**config.mk**
```make
export PLATFORM = sky130hd
export DESIGN_NAME = serial_rx_holding_buffer
export DESIGN_NICKNAME = d
export VERILOG_FILES = /design/src/serial_rx_pkg.sv /design/src/serial_rx_holding_buffer.sv
export VERILOG_INCLUDE_DIRS = /design/src
export SDC_FILE = /design/constraint.sdc
export NUM_CORES = 1
export LEC_CHECK = 0
export BUFFER_PORTS_ARGS = -buffer_cell sky130_fd_sc_hd__buf_4
export CAP_MARGIN = 20
export CORE_MARGIN = 5
export CORE_UTILIZATION = 35
export CTS_CLUSTER_DIAMETER = 30
export CTS_CLUSTER_SIZE = 25
export DETAILED_ROUTE_END_ITERATION = 10
export PLACE_DENSITY = 0.61
export SETUP_SLACK_MARGIN = 0.05
export SLEW_MARGIN = 20
export SYNTH_ARGS = -nofsm -noshare
export SYNTH_HDL_FRONTEND = slang
export SYNTH_SLANG_ARGS = --single-unit
```
**constraint.sdc**
```tcl
create_clock -name i_core_clk -period 2.8 [get_ports i_core_clk]
set_input_delay 0.56 -clock i_core_clk [delete_from_list [all_inputs] [get_ports i_core_clk]]
set_output_delay 0.56 -clock i_core_clk [all_outputs]
set_load 0.01 [all_outputs]
```
**src/serial_rx_defines.svh**
```systemverilog
`ifndef SERIAL_RX_DEFINES_SVH
`define SERIAL_RX_DEFINES_SVH

// Register offsets (byte addresses on the register port)
`define SRX_HOLDING_OFFSET   13'h1fb8
`define SRX_FLAGS_OFFSET     13'h1fbc
`define SRX_IRQ_STAT_OFFSET  13'h1fbe
`define SRX_IRQ_MASK_OFFSET  13'h1fc0
`define SRX_CTRL_OFFSET      13'h1fc2

// Reset values
`define SRX_HOLDING_RESET    8'h00
`define SRX_MASK_RESET       8'h00
`define SRX_CTRL_RESET       8'h00

// Field positions in the serial port flag register
`define SRX_FLAG_OVERFLOW    2
`define SRX_FLAG_RX_FULL     6

// Interrupt status / mask bit positions
`define SRX_IRQ_RX_DONE      0
`define SRX_IRQ_OVERFLOW     1

// Control register bit positions
`define SRX_CTRL_ENABLE      0

// Line timing: bit time in core clocks (derived from 125 MHz)
`define SRX_CLK_MHZ          125
`define SRX_BAUD_KBPS        1000
`define SRX_BIT_CYCLES       ((`SRX_CLK_MHZ * 1000) / `SRX_BAUD_KBPS)
`define SRX_HALF_CYCLES      (`SRX_BIT_CYCLES / 2)
`define SRX_DATA_BITS        8

`endif

```
**src/serial_rx_pkg.sv**
```systemverilog
package serial_rx_pkg;

   // Receiver sequencing states, one-hot
   typedef enum logic [3:0] {
      ST_IDLE  = 4'b0001,
      ST_START = 4'b0010,
      ST_DATA  = 4'b0100,
      ST_STOP  = 4'b1000
   } rx_state_e;

   // Register port request
   typedef struct packed {
      logic [12:0] addr;
      logic [7:0]  wdata;
      logic        wr;
      logic        rd;
   } reg_req_s;

endpackage : serial_rx_pkg
```
**src/serial_rx_holding_buffer.sv**
```systemverilog
// Operation
// - Transfer byte only after final data bit
// - Shift next byte while holding byte waits
// - Load before read sets overflow flag bit 2
// - Holding register loads as whole byte
// - Holding register eight bits, resets to 00H
//
// The strobed register port is this design's own decision.
`timescale 1ns/100ps
`include "serial_rx_defines.svh"

module serial_rx_holding_buffer (
   // Clock and reset
   input  wire logic        i_core_clk,
   input  wire logic        i_rst,
   // Register port
   input  wire logic [12:0] i_addr,
   input  wire logic [7:0]  i_wdata,
   input  wire logic        i_wr,
   input  wire logic        i_rd,
   output logic      [7:0]  o_rdata,
   // Serial line
   input  wire logic        i_rx_line,
   // Interrupt
   output logic             o_irq
);

   localparam int BIT_CYC  = `SRX_BIT_CYCLES;
   localparam int HALF_CYC = `SRX_HALF_CYCLES;

   serial_rx_pkg::reg_req_s req;              // Bundled bus request
   assign req = '{addr: i_addr, wdata: i_wdata, wr: i_wr, rd: i_rd};

   logic       line_meta_q;                   // First sync stage only
   logic       line_q;                        // Usable line level
   serial_rx_pkg::rx_state_e state_q;         // Receiver sequencer
   logic [15:0] cnt_q;                        // Bit time counter
   logic [2:0]  bit_q;                        // Data bit index
   logic [7:0]  shift_q;                      // Receive shift register
   logic [7:0]  hold_q;                       // Holding register
   logic        full_q;                       // Holding byte unread
   logic        ovf_q;                        // Sticky overflow flag
   logic [1:0]  stat_q;                       // Interrupt status
   logic [1:0]  mask_q;                       // Interrupt mask
   logic        en_q;                         // Receiver enable
   logic        load;                         // Byte completes now
   logic        hold_rd;                      // Software reads holding
   logic        flags_wr;                     // Flag register write

   assign hold_rd  = req.rd && req.addr == `SRX_HOLDING_OFFSET;
   assign flags_wr = req.wr && req.addr == `SRX_FLAGS_OFFSET;
   // Transfer happens as the last data bit is sampled
   assign load = state_q == serial_rx_pkg::ST_DATA &&
                 cnt_q == 16'(BIT_CYC - 1) && bit_q == 3'd7;

   // Two-flop synchroniser; the first stage feeds nothing else
   always_ff @(posedge i_core_clk or posedge i_rst) begin
      if (i_rst) begin
         line_meta_q <= 1'b1;
         line_q      <= 1'b1;
      end else begin
         line_meta_q <= i_rx_line;
         line_q      <= line_meta_q;
      end
   end

   // Receive sequencer: runs regardless of holding state
   always_ff @(posedge i_core_clk or posedge i_rst) begin
      if (i_rst) begin
         state_q <= serial_rx_pkg::ST_IDLE;
         cnt_q   <= 16'h0000;
         bit_q   <= 3'h0;
      end else begin
         unique case (state_q)
            serial_rx_pkg::ST_IDLE: begin
               cnt_q <= 16'h0000;
               bit_q <= 3'h0;
               // Low line level starts a frame when enabled
               if (en_q && !line_q) begin
                  state_q <= serial_rx_pkg::ST_START;
               end
            end
            serial_rx_pkg::ST_START: begin
               if (cnt_q == 16'(HALF_CYC - 1)) begin
                  cnt_q <= 16'h0000;
                  // A glitch shorter than half a bit is dropped
                  state_q <= line_q ? serial_rx_pkg::ST_IDLE
                                    : serial_rx_pkg::ST_DATA;
               end else begin
                  cnt_q <= cnt_q + 16'h0001;
               end
            end
            serial_rx_pkg::ST_DATA: begin
               if (cnt_q == 16'(BIT_CYC - 1)) begin
                  cnt_q <= 16'h0000;
                  bit_q <= bit_q + 3'h1;
                  if (bit_q == 3'd7) begin
                     state_q <= serial_rx_pkg::ST_STOP;
                  end
               end else begin
                  cnt_q <= cnt_q + 16'h0001;
               end
            end
            serial_rx_pkg::ST_STOP: begin
               // Wait one bit time, to mid stop bit, then rearm
               if (cnt_q == 16'(BIT_CYC - 1)) begin
                  cnt_q   <= 16'h0000;
                  state_q <= serial_rx_pkg::ST_IDLE;
               end else begin
                  cnt_q <= cnt_q + 16'h0001;
               end
            end
         endcase
      end
   end

   // Shift register collects LSB first at mid bit
   always_ff @(posedge i_core_clk or posedge i_rst) begin
      if (i_rst) begin
         shift_q <= 8'h00;
      end else if (state_q == serial_rx_pkg::ST_DATA &&
                   cnt_q == 16'(BIT_CYC - 1)) begin
         shift_q <= {line_q, shift_q[7:1]};
      end
   end

   // Holding register takes the full byte in one edge
   always_ff @(posedge i_core_clk or posedge i_rst) begin
      if (i_rst) begin
         hold_q <= `SRX_HOLDING_RESET;
      end else if (load) begin
         hold_q <= {line_q, shift_q[7:1]};
      end
   end

   // Unread tracking; a load in the same cycle as a read wins
   always_ff @(posedge i_core_clk or posedge i_rst) begin
      if (i_rst) begin
         full_q <= 1'b0;
      end else if (load) begin
         full_q <= 1'b1;
      end else if (hold_rd) begin
         full_q <= 1'b0;
      end
   end

   // Overflow flag: sticky, write one to clear, set wins
   always_ff @(posedge i_core_clk or posedge i_rst) begin
      if (i_rst) begin
         ovf_q <= 1'b0;
      end else if (load && full_q && !hold_rd) begin
         ovf_q <= 1'b1;
      end else if (flags_wr && req.wdata[`SRX_FLAG_OVERFLOW]) begin
         ovf_q <= 1'b0;
      end
   end

   // Control and mask registers
   always_ff @(posedge i_core_clk or posedge i_rst) begin
      if (i_rst) begin
         en_q   <= 1'b0;
         mask_q <= 2'h0;
      end else if (req.wr) begin
         if (req.addr == `SRX_CTRL_OFFSET) begin
            en_q <= req.wdata[`SRX_CTRL_ENABLE];
         end
         if (req.addr == `SRX_IRQ_MASK_OFFSET) begin
            mask_q <= req.wdata[1:0];
         end
      end
   end

   // Interrupt status, per bit: set wins over write-one clear
   for (genvar g = 0; g < 2; g++) begin : g_stat
      logic ev;                                 // Event for this bit
      assign ev = (g == `SRX_IRQ_RX_DONE) ? load
                                          : (load && full_q && !hold_rd);
      always_ff @(posedge i_core_clk or posedge i_rst) begin
         if (i_rst) begin
            stat_q[g] <= 1'b0;
         end else if (ev) begin
            stat_q[g] <= 1'b1;
         end else if (req.wr && req.addr == `SRX_IRQ_STAT_OFFSET &&
                      req.wdata[g]) begin
            stat_q[g] <= 1'b0;
         end
      end
   end

   // Interrupt output registered
   always_ff @(posedge i_core_clk or posedge i_rst) begin
      if (i_rst) begin
         o_irq <= 1'b0;
      end else begin
         o_irq <= |(stat_q & mask_q);
      end
   end

   // Read data valid the cycle after the strobe; unmapped reads zero
   always_ff @(posedge i_core_clk or posedge i_rst) begin
      if (i_rst) begin
         o_rdata <= 8'h00;
      end else if (req.rd) begin
         unique case (req.addr)
            `SRX_HOLDING_OFFSET:  o_rdata <= hold_q;
            `SRX_FLAGS_OFFSET:    o_rdata <= 8'(ovf_q) <<
                                            `SRX_FLAG_OVERFLOW |
                                            8'(full_q) <<
                                            `SRX_FLAG_RX_FULL;
            `SRX_IRQ_STAT_OFFSET: o_rdata <= {6'h00, stat_q};
            `SRX_IRQ_MASK_OFFSET: o_rdata <= {6'h00, mask_q};
            `SRX_CTRL_OFFSET:     o_rdata <= {7'h00, en_q};
            default:              o_rdata <= 8'h00;
         endcase
      end else begin
         o_rdata <= 8'h00;
      end
   end

   // Assertions
   // Judged from the holding register itself, not from the load term
   AST_LOAD_AFTER_LAST_BIT: assert property (
      @(posedge i_core_clk) disable iff (i_rst)
      !$stable(hold_q) |-> $past(state_q) == serial_rx_pkg::ST_DATA &&
                           $past(bit_q) == 3'd7 &&
                           $past(cnt_q) == 16'(BIT_CYC - 1))
      else $error("holding loaded before final bit");
   AST_HOLD_WHOLE_BYTE: assert property (
      @(posedge i_core_clk) disable iff (i_rst)
      load |=> hold_q == {$past(line_q), $past(shift_q[7:1])})
      else $error("holding not loaded as whole byte");
   AST_HOLD_STABLE: assert property (
      @(posedge i_core_clk) disable iff (i_rst)
      !load |=> $stable(hold_q))
      else $error("holding changed without load");
   AST_OVF_SET: assert property (
      @(posedge i_core_clk) disable iff (i_rst)
      load && full_q && !hold_rd |=> ovf_q ##1 ovf_q || $past(flags_wr))
      else $error("overflow not set");
   AST_NO_FALSE_OVF: assert property (
      @(posedge i_core_clk) disable iff (i_rst)
      !ovf_q && !(load && full_q) |=> !ovf_q)
      else $error("overflow set without cause");
   AST_READ_CONSUMES: assert property (
      @(posedge i_core_clk) disable iff (i_rst)
      hold_rd && !load |=> !full_q)
      else $error("read did not consume byte");
   AST_READ_DATA: assert property (
      @(posedge i_core_clk) disable iff (i_rst)
      hold_rd |=> o_rdata == $past(hold_q))
      else $error("holding read data wrong");
   AST_IRQ_LEVEL: assert property (
      @(posedge i_core_clk) disable iff (i_rst)
      |(stat_q & mask_q) |=> o_irq)
      else $error("interrupt not raised");

   COV_BYTE: cover property (@(posedge i_core_clk) disable iff (i_rst)
      load);
   COV_OVF: cover property (@(posedge i_core_clk) disable iff (i_rst)
      load && full_q);
   COV_READ_THEN_LOAD: cover property (@(posedge i_core_clk)
      disable iff (i_rst) hold_rd ##[1:300] load);

endmodule : serial_rx_holding_buffer

```
==> flow_summary.ini, run 1 <==
[drt]
routed_wl_um = 4830
drcViolationCount = 0
wire_per_inst_um = 13.0
drtIter0Drc = 58
vias = 1859
wl_met1_um = 2470
topRoutingLayerUsed = met4
ant_nets = 0
avgViaCountPerCell = 5.01
met3_length_um = 258
firstDrtPassIters = 4
wl_met2_um = 2040

[layout]
nFillCells = 739
post-route-util = 0.410
multi_input_area_um2 = 1190
nets = 299
drive_above_1_share = 0.268
final_area_um2 = 3120
area_delta_synth_final_pct = 15.9
diodes = 0
seqCellArea_um2 = 1410

[floorplan]
core-area_um2 = 7610
die_height_um = 97.7
ios = 35
dieArea_um2 = 9540
dieWidth_um = 97.7
row_count = 32
initial_core_util = 0.354

[timing]
fin_skew_ps = 6.14
fmax_mhz = 468
drv_slew = 0
tns_ps = 0
worst_pin_slew_ps = 611
finalSetupViolations = 0
timing.final.crit_share = 0.762
slew_headroom = 0.587
finalCriticalPeriod_ps = 2130
rsz0062_at_grt = false
final_hold_viol_count = 0

[synth]
synthDistinctLibCells = 50
synthCells = 234
netlist_area_um2 = 2690
postSynth.asyncResetShare = 1.00
synth_seq_cells = 56
ys_seq_area_frac = 0.522
synthFlopType = dfrtp_1
synth_fp_nets = 265
yosysWarnings = 0
synth-edff-count = 0
syn_area_per_cell_um2 = 11.5

[worst_setup_path]
crit_start = cnt_q[8]$_DFF_PP0_
r2r-start = cnt_q[8]$_DFF_PP0_
cp-end-kind = flop
reg2reg_slack_ps = 670
cp.required_ps = 3000
critPathKind = flop to flop
crit_path_start_kind = flop
path_max_fanout = 10
worst-endpoint-arrival_ps = 2330

[place]
dp_hpwl_um = 3360
place_area_um2 = 3030
gp_congestion = 0.780
port_buffers = 29

[global_route]
grt_pass1_wl_um = 8220
grt_pass1_vias = 1831
grt_max_degree = 57
antenna_found_initial = 0
track_usage = 0.103
grt-ovfl-total = 0

[hold_path]
holdCritPathClass = input port to async pin

[cts]
clock_path_buffers = 2
htreeDepth = 2
cts_tree = done
cts.clk_slew.worst_paths_ps = 100
cts_root_buffer = clkbuf_8
post_cts_resized = 0
insertion_delay_ps = 310
clkSinkCount = 56
cts_hold_buf = 0
post-cts-setup-buffers = 0
cts_made_buffers = 5

[pwr]
power_uw = 1310
ir_drop_mv = 0.246
power_per_cell_area_nw_per_um2 = 421
power_leakage_uw = 0.00142

[job]
drv_cap = 0

[status]
status = complete, no violations
[worst max-delay path, cell delays in order (launching register included)]
cell and delay [ps]:
dfrtp_1 430, nor4_2 470, and4b_1 280, nand4_1 400, mux2_2 430
[cells in the mapped netlist (2+ instances only)]
cell type,instances,area share
nand4b_1,4,0.013
o211ai_1,2,0.0056
and3_1,3,0.0070
buf_2,2,0.0037
nand2_1,8,0.011
and4b_1,2,0.0074
nor4_1,5,0.012
inv_1,11,0.015
nor4b_1,3,0.0098
nand3b_1,4,0.011
mux2_4,4,0.022
xnor2_1,10,0.033
o31ai_1,2,0.0056
nor3_1,7,0.013
dfrtp_1,53,0.49
nand3_1,8,0.015
mux2_2,14,0.059
a21o_1,2,0.0056
a32o_1,4,0.015
nand4_1,12,0.028
nor4_2,2,0.0093
buf_6,2,0.0084
xor2_1,4,0.013
o21ai_0,2,0.0037
ha_1,5,0.023
nor2b_1,2,0.0047
nor2_1,24,0.033
a21oi_1,6,0.011
mux2i_1,3,0.011
a22oi_1,2,0.0056
dfstp_2,3,0.029
[final timing paths]
kind,to,cells after the start
max,shift_q[2]$_DFFE_PP0P_,4
min reg2reg,line_q$_DFF_PP1_,0
max reg2reg,shift_q[2]$_DFFE_PP0P_,4
max in group asynchronous,state_q[0]$_DFFE_PP1P_,3
min in group i_core_clk,line_meta_q$_DFF_PP1_,1
min,mask_q[1]$_DFFE_PP0P_,3
[layer usage]
layer | vias up | global-route usage
li1 | 927 | -
met5 | - | 0
met3 | 8 | 0.0330
met1 | 885 | 0.133
met2 | 39 | 0.164
met4 | 0 | 0.0351
[cell type report]
cell class	count	area share
clock inverters	3	0.00682
multi-input cells	161	0.383
flip-flops and latches	56	0.451
well taps	102	0.0409
inverters	11	0.0132
repair buffers	33	0.0835
clock buffers	5	0.0221
[sequential cells by signal, summed over array words and instances (netlist names)]
name         cells
line_q           1
en_q             1
o_rdata          8
stat_q           2
o_irq            1
full_q           1
cnt_q           16
hold_q           8
line_meta_q      1
state_q          4
shift_q          7
bit_q            3
ovf_q            1
mask_q           2
[cell families (layout without fill, tap and decap cells)]
| kind of cell | Yosys count | count (layout) | share of synthesized area |
|---|---|---|---|
| AO/OA/AOI/OAI | 24 | 24 | 0.0642 |
| XOR/XNOR | 14 | 14 | 0.0456 |
| adder cells (fa/ha/maj) | 5 | 5 | 0.0233 |
| buffers and inverters | 17 | 52 | 0.0340 |
| flip-flops | 56 | 56 | 0.522 |
| multiplexers | 21 | 21 | 0.0921 |
| AND/OR/NAND/NOR | 97 | 97 | 0.219 |
[cell usage in the layout (no fill, tap or decap), drive strengths merged, types with 8 or more instances in the layout]
cell type,synthesis,routed
dfrtp,53,53
buf,4,33
nor2,24,24
mux2,18,18
nand4,12,12
inv,11,12
xnor2,10,10
nand3,8,8
nand2,8,8
nor3,8,8
[where the power goes]
group / internal, uW / leakage [uW] / switching, uW
combinational: 25.9 / 0.000614 / 28.8
sequential: 811 / 0.000757 / 1.06
clock: 178 / 0.0000445 / 267
[stage by stage]
step           worst slack (ps)  hold WS, ps  instances
3_3_place_gp                685          347        363
2_1_floorplan               812          345        234
3_5_place_dp                642          347        363
5_1_grt                     492          305        371
4_1_cts                     632          298        371
6_report                    666          281        371
Note: power is estimated with default switching activity, not from simulation.
==> run 2: changes to the inputs <==
- clock period: 2.8 -> 2.05 ns (I/O delays scaled with it)
==> run 2 against run 1 <==
Maximum frequency rose by 10%; sequential power increased by 37%; non-clock buffer count grew 20; die area stayed put; global-route usage grew 0.59 points; sequential cell count did not move; power rose by 38%; clock skew up 4.2 ps; design area increased by 5.1%; largest power group unchanged; combinational power is 37% higher; count of clock-buffer cells in the layout stayed put.
==> flow_summary.ini, run 2 (synthesized netlist as in run 1, its figures left out) <==
[layout]
reg.largest.list = cnt_q: 16 flops, hold_q: 8 flops, o_rdata: 8 flops
regMostFlops = cnt_q
post-route-util = 0.431
diodes = 0
layout_common_cells = 53 x dfrtp_1, 52 x buf_4, 24 x nor2_1
largest_reg_flops = 16
drive_above_1_share = 0.318
nets = 319
final_common_cell = dfrtp_1
area_delta_synth_final_pct = 21.8

[drt]
topRoutingLayerUsed = met4
wl_met1_um = 2330
firstDrtPassIters = 4
routed_wl_um = 5010
ant_nets = 0
met3_length_um = 315
drtIter0Drc = 84
wire_per_inst_um = 12.8
vias = 1965
wl_met2_um = 2330
drcViolationCount = 0
avgViaCountPerCell = 5.03

[worst_setup_path]
r2r-start = state_q[1]$_DFFE_PP0P_
endpoint = hold_q[6]$_DFFE_PP0P_
critPathKind = flop to flop
reg2regPathDepth = 3
cp.required_ps = 2260
cp-end-kind = flop
path_max_fanout = 5
crit_path_start_kind = flop
crit_start = state_q[1]$_DFFE_PP0P_
worst-endpoint-arrival_ps = 2140
reg2reg_slack_ps = 110
r2r-end = hold_q[6]$_DFFE_PP0P_

[timing]
final_hold_viol_count = 0
finalSetupViolations = 0
fmax_mhz = 516
tns_ps = 0
drv_slew = 0
worst_pin_slew_ps = 490
rsz0062_at_grt = false
hold_ws_ps = 119
slew_headroom = 0.673
timing.final.crit_share = 0.945
finalCriticalPeriod_ps = 1940
fin_skew_ps = 10.3

[cts]
cts_made_buffers = 5
htreeDepth = 2
clkSinkCount = 56
cts_root_buffer = clkbuf_8
clock_path_buffers = 2
post-cts-setup-buffers = 0
cts_hold_buf = 0
post_cts_resized = 0
cts_tree = done
insertion_delay_ps = 310
cts.clk_slew.worst_paths_ps = 110

[global_route]
grt_pass1_vias = 1968
grt_max_degree = 36
grt_pass1_wl_um = 8780
antenna_found_initial = 0
track_usage = 0.109
grt-ovfl-total = 0

[pwr]
power_leakage_uw = 0.00152
ir_drop_mv = 0.386
power_per_cell_area_nw_per_um2 = 554

[hold_path]
holdCritPathClass = input port to async pin

[status]
status = complete, no violations

[floorplan]
dieWidth_um = 97.7
die_height_um = 97.7
dieArea_um2 = 9540
initial_core_util = 0.354
ios = 35
row_count = 32
core-area_um2 = 7610

[place]
gp_congestion = 0.824
port_buffers = 29
dp_hpwl_um = 3700

[job]
drv_cap = 0
==> run 2: cell type report <==
| class | count | area, um2 |
|---|---|---|
| fillers | 745 | 4330 |
| clock inverters | 3 | 28.8 |
| multi-input cells | 161 | 1190 |
| clock buffers | 5 | 68.8 |
| repair buffers | 53 | 410 |
| flip-flops and latches | 56 | 1410 |
| inverters | 11 | 41.3 |
| well taps | 102 | 128 |
==> run 2: routing by layer <==
layer  track usage  up-vias
met2         0.180       51
met3        0.0316        5
met4        0.0224        0
li1              -      962
met1         0.142      947
met5             0        -
==> run 2: through the flow <==
stage	cell area [um2]	cells	power, uW	setup WS, ps
finish	3280	391	1820	112
global route	3280	391	1900	58.9
CTS	3280	391	1850	102
detailed placement	3180	383	1210	101
global placement	3180	383	1210	129
floorplan	2690	234	1160	62.0
==> run 2: worst min path at each step <==
stage,cells past startpoint,endpoint,slack [ps],start
3_3_place_gp,0,line_q$_DFF_PP1_,350,line_meta_q$_DFF_PP1_
5_1_grt,2,cnt_q[14]$_DFF_PP0_,160,i_rst
2_1_floorplan,0,line_q$_DFF_PP1_,350,line_meta_q$_DFF_PP1_
6_report,2,cnt_q[14]$_DFF_PP0_,120,i_rst
3_5_place_dp,0,line_q$_DFF_PP1_,350,line_meta_q$_DFF_PP1_
4_1_cts,2,cnt_q[14]$_DFF_PP0_,120,i_rst
==> run 2: worst max-delay path: stages (launching register included) <==
cell	delay, ps
dfrtp_1	390
or4b_1	580
or3_1	540
mux2_4	340
==> run 2: power breakdown <==
group | internal, uW | switching [uW] | total (uW)
combinational | 35.6 | 39.2 | 74.8
sequential | 1110 | 1.68 | 1110
clock | 258 | 372 | 631
==> run 3: changes to the inputs <==
- CORE_UTILIZATION: 35 -> 57
- PLACE_DENSITY: 0.61 -> 0.87
==> run 3 against run 2 <==
Combinational power fell by 1%; clock power increased by 34%; design area is 1.8% lower.
==> flow_summary.ini, run 3 (synthesized netlist as in run 1, its figures left out) <==
[floorplan]
dieWidth_um = 78.7
initial_core_util = 0.577
row_count = 25
die_height_um = 78.7
core-area_um2 = 4660
dieArea_um2 = 6190
ios = 35

[layout]
multi_input_area_um2 = 1200
reg.largest.list = cnt_q: 16 flops, hold_q: 8 flops, o_rdata: 8 flops
nets = 311
largest_reg_flops = 16
nFillCells = 351
seqCellArea_um2 = 1410
regMostFlops = cnt_q
drive_above_1_share = 0.306
area_delta_synth_final_pct = 19.6
final_cells = 335
diodes = 0
final_common_cell = dfrtp_1
layout_common_cells = 53 x dfrtp_1, 43 x buf_4, 24 x nor2_1

[pwr]
power_uw = 2030
power_per_cell_area_nw_per_um2 = 631
seq_power_share = 0.546
ir_drop_mv = 0.385
switchingPower_uw = 396
pwr-share-comb = 0.036
p_int_uw = 1630
p_sw_frac = 0.195
power_frac_clock = 0.417
power_leakage_uw = 0.00150

[cts]
cts_made_buffers = 5
clkSinkCount = 56
cts_tree = done
htreeDepth = 2
cts_hold_buf = 0
cts_root_buffer = clkbuf_8
clock_path_buffers = 2
insertion_delay_ps = 310
cts.clk_slew.worst_paths_ps = 100
post-cts-setup-buffers = 0

[worst_setup_path]
cp.required_ps = 2250
path_max_fanout = 10
crit_start = cnt_q[13]$_DFF_PP0_
worst-endpoint-arrival_ps = 2090
critPathKind = flop to flop
cp-end-kind = flop
crit_path_start_kind = flop
cp_common_cell = buf_4
path_cells = nor4_2, buf_4, and4b_1, nand4_1, buf_4, mux2_2
cp_slowest_cell = dfrtp_1
path_buf_inv = 2
r2r-start = cnt_q[13]$_DFF_PP0_
slowest_delay_ps = 420
cp_top_family = simple AND/OR/NAND/NOR gates

[drt]
wire_per_inst_um = 15.1
routed_wl_um = 5070
drcViolationCount = 0
vias = 1992
ant_nets = 0
avgViaCountPerCell = 5.95
firstDrtPassIters = 4
drtIter0Drc = 91

[timing]
rsz0062_at_grt = false
fmax_mhz = 528
timing.final.crit_share = 0.924
final_hold_viol_count = 0
drv_slew = 0
worst_pin_slew_ps = 492
slew_headroom = 0.667
finalCriticalPeriod_ps = 1890
tns_ps = 0
fin_skew_ps = 11.4
finalSetupViolations = 0

[global_route]
grt_util_met1 = 0.218
track_usage = 0.182
grt_pass1_wl_um = 9070
grt_max_degree = 57
grt_pass1_vias = 2023
grt-ovfl-total = 0
use_met3 = 0.0397
antenna_found_initial = 0
use_met2 = 0.324
grt_busiest_layer = met2

[place]
gp_congestion = 0.842
port_buffers = 29
dp_hpwl_um = 3590
dp_cells = 327

[status]
status = complete, no violations

[hold_path]
holdCritPathClass = input port to async pin

[job]
drv_cap = 0
==> run 3: changes by cell type in the layout (fill, tap and decap cells not counted), sizes merged <==
cell    delta
buf        -8
bufinv     +2
inv        -2
==> run 3: metrics by stage <==
| stage | util | setup slack (ps) | hold slack [ps] | instance area (um2) |
|---|---|---|---|---|
| after floorplan | - | 62.0 | 345 | 2690 |
| after global placement | 0.659 | 64.3 | 346 | 3070 |
| after detailed placement | 0.659 | 14.9 | 349 | 3070 |
| after CTS | 0.689 | 81.9 | 147 | 3210 |
| after global routing | 0.690 | 63.8 | 157 | 3220 |
| final | 0.690 | 156 | 135 | 3220 |
==> run 3: power groups by stage <==
stage	clock, uW	combinational (uW)	sequential [uW]
after floorplan	0	29.1	1130
after global placement	0	74.2	1130
after detailed placement	0	75.9	1130
after CTS	873	75.8	1110
after global routing	911	84.2	1110
final	848	74.0	1110
==> run 3: layer usage <==
metal  wire length [um]  part of all wire  vias up
li1                   -                 -      953
met1               2080              0.41      979
met2               2650              0.52       54
met3                300             0.059        6
met4                 42            0.0083        0
met5                  0                 0        -
==> run 3: worst paths after layout <==
kind                                          end  slack [ps]  depth (start not counted)
setup / recovery           shift_q[2]$_DFFE_PP0P_         160                          6
hold / removal              mask_q[0]$_DFFE_PP0P_         130                          3
setup reg to reg           shift_q[2]$_DFFE_PP0P_         160                          6
hold reg to reg                  line_q$_DFF_PP1_         360                          0
max in group asynchronous        line_q$_DFF_PP1_        1620                          3
min in group i_core_clk     line_meta_q$_DFF_PP1_         200                          1
==> run 3: cell type report <==
cell class,instances,area share
clock buffer,5,0.0214
clock inverter,3,0.0214
inverter,11,0.0128
multi-input combinational,161,0.374
sequential,56,0.437
tap,54,0.0210
timing repair buffer,45,0.113
==> run 3: repair_timing <==
action,4_1_cts,5_1_grt
gates resized for setup,1,1
pin swaps,0,3
gates cloned,0,0
setup endpoints to repair,4,7
==> run 3: worst reg2reg max path, cell delays in order, from the launching register on <==
cell and delay [ps]:
dfrtp_1 420, nor4_2 350, buf_4 180, and4b_1 220, nand4_1 120, buf_4 210
mux2_2 290
